### src/pio_pkg.sv
/*
  pio_pkg: shared constants and types for the programmable i/o cell.
  Assumes every file of the cell imports it whole; holds no logic.
*/
package pio_pkg;

  // cell operating modes, picked by the configuration inputs
  typedef enum logic [1:0] {
    PIO_MODE_IN,
    PIO_MODE_OUT,
    PIO_MODE_BIDIR,
    PIO_MODE_CLKOUT
  } pio_mode_t;

  // destinations of the bypass feed that skips the receive register
  typedef enum logic [1:0] {
    PIO_DEST_CLOCK_NET,
    PIO_DEST_CONTROL_NET,
    PIO_DEST_SYNTH_REF
  } pio_dest_t;

  // synchroniser depth for every pin-side input
  localparam int unsigned PIO_SYNC_STAGES = 3;

  // reset levels: an idle pad reads high because of the weak pull-up
  localparam logic PIO_PAD_RST = 1'h1;
  localparam logic PIO_CLK_RST = 1'h0;
  localparam logic PIO_DATA_RST = 1'h0;
  localparam logic PIO_EN_RST = 1'h0;
  localparam logic PIO_PULL_UP_RST = 1'h1;

  // edge select encoding of the per-register trigger inputs
  localparam logic PIO_EDGE_RISE = 1'h0;
  localparam logic PIO_EDGE_FALL = 1'h1;

endpackage

### src/pio_cell.sv
/*
  pio_cell: one programmable i/o cell between core fabric and a pad.
  Assumes one 10 MHz clk_i; both side clocks and the pad are asynchronous
  pins, all sampled here and the side clocks edge-detected; core inputs are synchronous to clk_i.
*/
`timescale 1ns/10ps
module pio_cell
  import pio_pkg::*;
(
  input wire logic clk_i,
  input wire logic rst_b_i,
  input wire logic pad_i,
  output logic pad_o,
  output logic pad_oe_o,
  output logic pull_up_o,
  output logic pull_down_o,
  input wire logic capture_side_clock_i,
  input wire logic launch_side_clock_i,
  input wire pio_mode_t mode_i,
  input wire logic config_active_i,
  input wire logic pin_used_i,
  input wire logic pull_down_sel_i,
  input wire logic rx_reg_en_i,
  input wire logic tx_reg_en_i,
  input wire logic oe_reg_en_i,
  input wire logic rx_edge_i,
  input wire logic tx_edge_i,
  input wire logic oe_edge_i,
  input wire logic tx_inv_i,
  input wire pio_dest_t bypass_dest_i,
  input wire logic tx_data_i,
  input wire logic drive_en_i,
  output logic rx_data_o,
  output logic global_clock_net_o,
  output logic global_control_net_o,
  output logic synth_reference_feed_o
);

  logic pad_lvl;
  logic cap_lvl;
  logic lau_lvl;
  logic rx_tick;
  logic tx_tick;
  logic oe_tick;
  logic rx_cap_r;
  logic tx_reg_r;
  logic oe_reg_r;
  logic rx_path_en;
  logic tx_path_en;
  logic bypass_en;
  logic tx_val;
  logic oe_val;
  logic pad_nxt;
  logic oe_nxt;

  // pin-side inputs all pass the three-flop filter
  pio_sync #(.RST_VAL(PIO_PAD_RST)) u_pad_sync (
    .clk_i(clk_i),
    .rst_b_i(rst_b_i),
    .async_i(pad_i),
    .level_o(pad_lvl)
  );

  pio_sync #(.RST_VAL(PIO_CLK_RST)) u_cap_sync (
    .clk_i(clk_i),
    .rst_b_i(rst_b_i),
    .async_i(capture_side_clock_i),
    .level_o(cap_lvl)
  );

  pio_sync #(.RST_VAL(PIO_CLK_RST)) u_lau_sync (
    .clk_i(clk_i),
    .rst_b_i(rst_b_i),
    .async_i(launch_side_clock_i),
    .level_o(lau_lvl)
  );

  pio_edge u_rx_edge (
    .clk_i(clk_i),
    .rst_b_i(rst_b_i),
    .level_i(cap_lvl),
    .edge_sel_i(rx_edge_i),
    .tick_o(rx_tick)
  );

  pio_edge u_tx_edge (
    .clk_i(clk_i),
    .rst_b_i(rst_b_i),
    .level_i(lau_lvl),
    .edge_sel_i(tx_edge_i),
    .tick_o(tx_tick)
  );

  pio_edge u_oe_edge (
    .clk_i(clk_i),
    .rst_b_i(rst_b_i),
    .level_i(lau_lvl),
    .edge_sel_i(oe_edge_i),
    .tick_o(oe_tick)
  );

  // path enables by mode
  // path selection
  assign rx_path_en = (mode_i == PIO_MODE_IN) || (mode_i == PIO_MODE_BIDIR);
  assign tx_path_en = (mode_i == PIO_MODE_OUT) || (mode_i == PIO_MODE_BIDIR);
  assign bypass_en = (mode_i == PIO_MODE_IN) && !rx_reg_en_i;

  // receive register, clocked by the capture side
  // capture pad first
  always_ff @(posedge clk_i or negedge rst_b_i)
  begin
    if (!rst_b_i)
      rx_cap_r <= PIO_DATA_RST;
    else if (rx_tick && rx_path_en)
      rx_cap_r <= pad_lvl;
  end

  // transmit register, clocked by the launch side
  // launch-clocked transmit
  always_ff @(posedge clk_i or negedge rst_b_i)
  begin
    if (!rst_b_i)
      tx_reg_r <= PIO_DATA_RST;
    else if (tx_tick && tx_path_en)
      tx_reg_r <= tx_data_i;
  end

  // drive-enable register, also launch side with its own edge
  // registered enable
  always_ff @(posedge clk_i or negedge rst_b_i)
  begin
    if (!rst_b_i)
      oe_reg_r <= PIO_EN_RST;
    else if (oe_tick && (mode_i == PIO_MODE_BIDIR))
      oe_reg_r <= drive_en_i;
  end

  // value and enable heading for the pad
  always_comb
  begin
    tx_val = tx_reg_en_i ? tx_reg_r : tx_data_i;
    if (tx_path_en && tx_inv_i)
      tx_val = ~tx_val;
    oe_val = 1'h0;
    pad_nxt = tx_val;
    unique case (mode_i)
      PIO_MODE_IN:
        oe_val = 1'h0;
      PIO_MODE_OUT:
        oe_val = 1'h1;
      PIO_MODE_BIDIR:
        oe_val = oe_reg_en_i ? oe_reg_r : drive_en_i;
      PIO_MODE_CLKOUT:
      begin
        oe_val = 1'h1;
        pad_nxt = lau_lvl;
      end
    endcase
    oe_nxt = oe_val && !config_active_i && pin_used_i;
  end

  // pad drive flops; the board sees a one-cycle registered copy
  // float when not enabled
  always_ff @(posedge clk_i or negedge rst_b_i)
  begin
    if (!rst_b_i)
    begin
      pad_o <= PIO_DATA_RST;
      pad_oe_o <= PIO_EN_RST;
    end
    else
    begin
      pad_o <= pad_nxt;
      pad_oe_o <= oe_nxt;
    end
  end

  // weak pulls: pull-up while configuring, chosen pull when unused
  // pull control
  always_ff @(posedge clk_i or negedge rst_b_i)
  begin
    if (!rst_b_i)
    begin
      pull_up_o <= PIO_PULL_UP_RST;
      pull_down_o <= 1'h0;
    end
    else if (config_active_i)
    begin
      pull_up_o <= 1'h1;
      pull_down_o <= 1'h0;
    end
    else if (!pin_used_i)
    begin
      pull_up_o <= !pull_down_sel_i;
      pull_down_o <= pull_down_sel_i;
    end
    else
    begin
      pull_up_o <= 1'h0;
      pull_down_o <= 1'h0;
    end
  end

  // data to the core; in input and bidirectional modes with the receive register off, pad level keeps flowing even while floating
  // receive output
  always_ff @(posedge clk_i or negedge rst_b_i)
  begin
    if (!rst_b_i)
      rx_data_o <= PIO_DATA_RST;
    else if (!rx_path_en)
      rx_data_o <= 1'h0;
    else
      rx_data_o <= rx_reg_en_i ? rx_cap_r : pad_lvl;
  end

  // bypass feed skips the receive register; only the pin filter and one output flop are in the way,
  // which costs latency but keeps metastability out of the nets
  // bypass destinations
  always_ff @(posedge clk_i or negedge rst_b_i)
  begin
    if (!rst_b_i)
    begin
      global_clock_net_o <= 1'h0;
      global_control_net_o <= 1'h0;
      synth_reference_feed_o <= 1'h0;
    end
    else
    begin
      global_clock_net_o <= bypass_en && (bypass_dest_i == PIO_DEST_CLOCK_NET) && pad_lvl;
      global_control_net_o <= bypass_en && (bypass_dest_i == PIO_DEST_CONTROL_NET) && pad_lvl;
      synth_reference_feed_o <= bypass_en && (bypass_dest_i == PIO_DEST_SYNTH_REF) && pad_lvl;
    end
  end
endmodule

### src/pio_sync.sv
/*
  pio_sync: three-flop synchroniser with an agreement filter.
  Assumes the input is asynchronous to clk_i; the filtered level changes
  only once the second and third stages agree.
*/
`timescale 1ns/10ps
module pio_sync
  import pio_pkg::*;
#(
  parameter logic RST_VAL = 1'h0
)
(
  input wire logic clk_i,
  input wire logic rst_b_i,
  input wire logic async_i,
  output logic level_o
);

  logic [PIO_SYNC_STAGES-1:0] stage_r;

  // shift chain; only stage 1 reads stage 0
  always_ff @(posedge clk_i or negedge rst_b_i)
  begin
    if (!rst_b_i)
      stage_r <= {PIO_SYNC_STAGES{RST_VAL}};
    else
      stage_r <= {stage_r[PIO_SYNC_STAGES-2:0], async_i};
  end

  // accept a new level only when stages two and three agree
  always_ff @(posedge clk_i or negedge rst_b_i)
  begin
    if (!rst_b_i)
      level_o <= RST_VAL;
    else if (stage_r[1] == stage_r[2])
      level_o <= stage_r[2];
  end

endmodule

### src/pio_edge.sv
/*
  pio_edge: turns a filtered clock level into a one-cycle enable pulse
  on its rising or falling edge, as selected.
  Assumes the level is already synchronous to clk_i.
*/
`timescale 1ns/10ps
module pio_edge
  import pio_pkg::*;
(
  input wire logic clk_i,
  input wire logic rst_b_i,
  input wire logic level_i,
  input wire logic edge_sel_i,
  output logic tick_o
);

  logic prev_r;

  // remember last level to spot transitions
  always_ff @(posedge clk_i or negedge rst_b_i)
  begin
    if (!rst_b_i)
      prev_r <= PIO_CLK_RST;
    else
      prev_r <= level_i;
  end

  // pulse on the chosen transition only
  always_ff @(posedge clk_i or negedge rst_b_i)
  begin
    if (!rst_b_i)
      tick_o <= 1'h0;
    else if (edge_sel_i == PIO_EDGE_FALL)
      tick_o <= prev_r & ~level_i;
    else
      tick_o <= ~prev_r & level_i;
  end

endmodule

### config.mk
export PLATFORM = sky130hd
export DESIGN_NAME = pio_cell
export DESIGN_NICKNAME = d
export VERILOG_FILES = /design/src/pio_pkg.sv /design/src/pio_cell.sv /design/src/pio_sync.sv /design/src/pio_edge.sv
export SDC_FILE = /design/constraint.sdc
export NUM_CORES = 1
export LEC_CHECK = 0
export ABC_AREA = 0
export BUFFER_PORTS_ARGS = -buffer_cell sky130_fd_sc_hd__buf_2
export CAP_MARGIN = 5
export CORE_UTILIZATION = 35
export CTS_CLUSTER_SIZE = 16
export DETAILED_ROUTE_END_ITERATION = 8
export SETUP_SLACK_MARGIN = 0.5
export SLEW_MARGIN = 20
export SYNTH_ARGS = -nofsm -noshare
export SYNTH_HDL_FRONTEND = slang
export SYNTH_HIERARCHICAL = 1
export SYNTH_SLANG_ARGS = --single-unit
### constraint.sdc
create_clock -name clk_i -period 1.1 [get_ports clk_i]
set_input_delay 0.055 -clock clk_i [delete_from_list [all_inputs] [get_ports clk_i]]
set_output_delay 0.055 -clock clk_i [all_outputs]
set_load 0.02 [all_outputs]
==> out/summary.txt <==
Status: finished with violations
Failing checks: design-rule violations, negative hold slack
Clock slew at reported path FFs: 80 ps
Post-route clock period utilization: 93.6%
Initial Util: 38.0%
Fmax: 0.972 GHz
Warnings from Yosys: 6
Reg2Reg Depth: 3
Max cap viols: 0
CTS sink count: 29
Share of layout cells above drive strength 1: 58.1%
Placeable Area: 2850 sq um
WHS: -369 ps
Pwr dens: 1530 nW/um^2
Row count: 19
Largest net degree at the start of global routing: 16
Avg WL per Cell: 12.9 um
HP Class: primary input to async pin
Final net count: 142
DP Worst Slack: 74.7 ps
Post-CTS Hold Buffers: 6
Worst-Skew Late Latency: 320 ps
RSZ-0062 raised after global routing: true
DP Area: 1310 sq um
DRC Markers: 5
CTS tree: yes
Stages on worst setup path: 3
Global Route Usage Sum: 14.1%
Worst Setup End Kind: register
IO Port Bufs: 28
First-pass GRT wire length: 3300 um
Worst setup SP type: register
Slew Limit Headroom: 75.3%
Ant diodes: 0
Worst vdd ir: 969 uV
Fin worst setup slack: 70.7 ps
CP bufs+invs: 0
Crit-path cells: mux2_4 > a211oi_2 > nor4b_2
Worst R2R End: pad_oe_o$_DFF_PN0_
Initial antenna violation count: 0
Slew Viols, Final: 0
Final Hold Vio Count: 39
Clock Tree Root: clkbuf_4
Synthesized area per cell: 15.3 sq um
Initial DRC Count: 17
Final setup violation count: 0
Largest registers: u_cap_sync/stage_r x3, u_lau_sync/stage_r x3, u_pad_sync/stage_r x3
Worst setup path endpoint: pad_oe_o$_DFF_PN0_
Clk buf depth: 2
Detailed-router iteration count before antenna repair: 5
Minimum clock period: 1030 ps
Area growth from synthesis to layout: 43.8%
# fillers: 253
Fin area: 1560 sq um
DIE AREA: 3320 sq um
Routed wire length: 1910 um
Drt via density: 4.82
Post-route setup TNS: 0 ps
Top delay family on crit path: flip-flops
Crit-path max cell delay: 380 ps
Crit path max fanout: 2
R2R Setup Slk: 70 ps
Top Ports: 29
Vias in the first global route: 790
Seq/Total Area, Yosys: 67.6%
CTS buffer count: 5
Syn_nets: 97
Worst reg2reg startpoint: oe_reg_r$_DFFE_PN0P_
Setup CP Type: register to register
Post-Syn Instances: 71
Flops & latches, synth: 29
Synth cell types: 20
Critical-path top delay cell: dfrtp_1
Clock Skew: 2.22 ps
DP HPWL: 1260 um
Die W: 57.6 um
Gpl congestion: 0.726
Htree depth: 2
Worst setup path start: oe_reg_r$_DFFE_PN0P_
Worst Max-Slew Pin Slew: 370 ps
Via Count: 714
Grt ovf: 0
Post-route ant nets: 0
CP Data Arrival Time: 1240 ps
Static leakage: 0.729 nW
Synthesized area: 1080 sq um
WP data required: 1320 ps
Die height: 57.6 um
## worst register-to-register path: stages (launching register included)
cell and delay (ps):
dfrtp_1 380, mux2_4 260, a211oi_2 210, nor4b_2 70
## cell usage in the layout, fill, tap and decap left out, types with 3 or more instances in the layout
| cell type | Yosys | routed |
|---|---|---|
| dfrtp_1 | 24 | 23 |
| mux2_4 | 1 | 3 |
| nor3b_2 | 0 | 3 |
| dlygate4sd3_1 | 0 | 5 |
| dfstp_2 | 5 | 5 |
| nand2_1 | 4 | 4 |
| nand3b_1 | 4 | 4 |
| buf_2 | 0 | 20 |
| buf_6 | 0 | 11 |
| clkbuf_4 | 0 | 5 |
| maj3_2 | 3 | 3 |
| ha_1 | 5 | 3 |
| o21ai_2 | 3 | 3 |
## layout make-up
type                            instances  area (sq um)  area share [%]
Tap cell                               31          38.8            2.49
Sequential cell                        29           733            47.1
Clock buffer                            7          65.1            4.18
Inverter                                2          10.0           0.643
Timing Repair Buffer                   38           302            19.4
Clock inverter                          1          5.00           0.321
Multi-Input combinational cell         40           404            25.9
## where the power goes
part	switching [W]	leakage, nW	internal (W)
sequential	0.0000594	0.348	0.00119
clock	0.000355	0.0413	0.000370
combinational	0.000164	0.339	0.000250
total	0.000578	0.729	0.00181
## synth_stat cells, drive strengths merged
cell,count,area [sq um]
nand2,4,15.0
maj3,3,33.8
o21ai,5,36.3
o21bai,1,7.51
a211oi,1,12.5
dfrtp,24,601
mux2,4,48.8
nor4b,1,15.0
nor3b,3,22.5
nor2,2,7.51
mux2i,2,20.0
dfstp,5,131
nand2b,3,18.8
ha,5,62.6
nor3,1,5.00
inv,2,7.51
xnor2,1,8.76
nand3b,4,30.0
## routing by layer
metal | vias to the layer above | share of wire (%) | track usage (%)
li1 | 331 | - | -
met3 | 8 | 7.8 | 6.03
met2 | 25 | 52 | 24.3
met1 | 350 | 38 | 14.5
met5 | - | 0 | 0
met4 | 0 | 2.4 | 7.67
## worst min-delay path by stage
| stage | to | slack [ps] | depth (start not counted) |
|---|---|---|---|
| global route | pad_o$_DFF_PN0_ | -360 | 1 |
| CTS | pad_o$_DFF_PN0_ | -370 | 1 |
| global placement | pull_down_o$_DFF_PN0_ | -10 | 1 |
| finish | pull_down_o$_DFF_PN0_ | -370 | 1 |
| detailed placement | pull_down_o$_DFF_PN0_ | -6 | 1 |
| floorplan | global_clock_net_o$_DFF_PN0_ | -240 | 0 |
## timing repair
| item | CTS | global route |
|---|---|---|
| endpoints found under the setup margin | 26 | 28 |
| endpoints found under the hold margin | 43 | 39 |
| pin swaps | 1 | 2 |
| cloned | 0 | 0 |
| gates resized for setup | 24 | 2 |
| setup buffers | 2 | 2 |
## logic make-up (layout without fill, tap and decap cells)
family          Yosys count  in the layout  synth area share [%]
flops                    29             29                  67.6
simple gates             18             18                  10.5
fa+ha+maj                 8              8                  8.89
compound gates            7              7                  5.20
mux                       6              6                  6.35
buf+inv                   2             48                 0.693
xor+xnor                  1              1                 0.808
## metrics by stage
stage	hold WS, ps	total power (W)	util, %	cells
finish	-369	0.00238	54.6	148
global route	-363	0.00251	54.6	148
CTS	-365	0.00240	54.1	147
detailed placement	-5.58	0.00158	46.1	131
global placement	-14.8	0.00156	46.1	131
floorplan	-241	0.00144	-	71
Power figures use the tool's default switching activity.
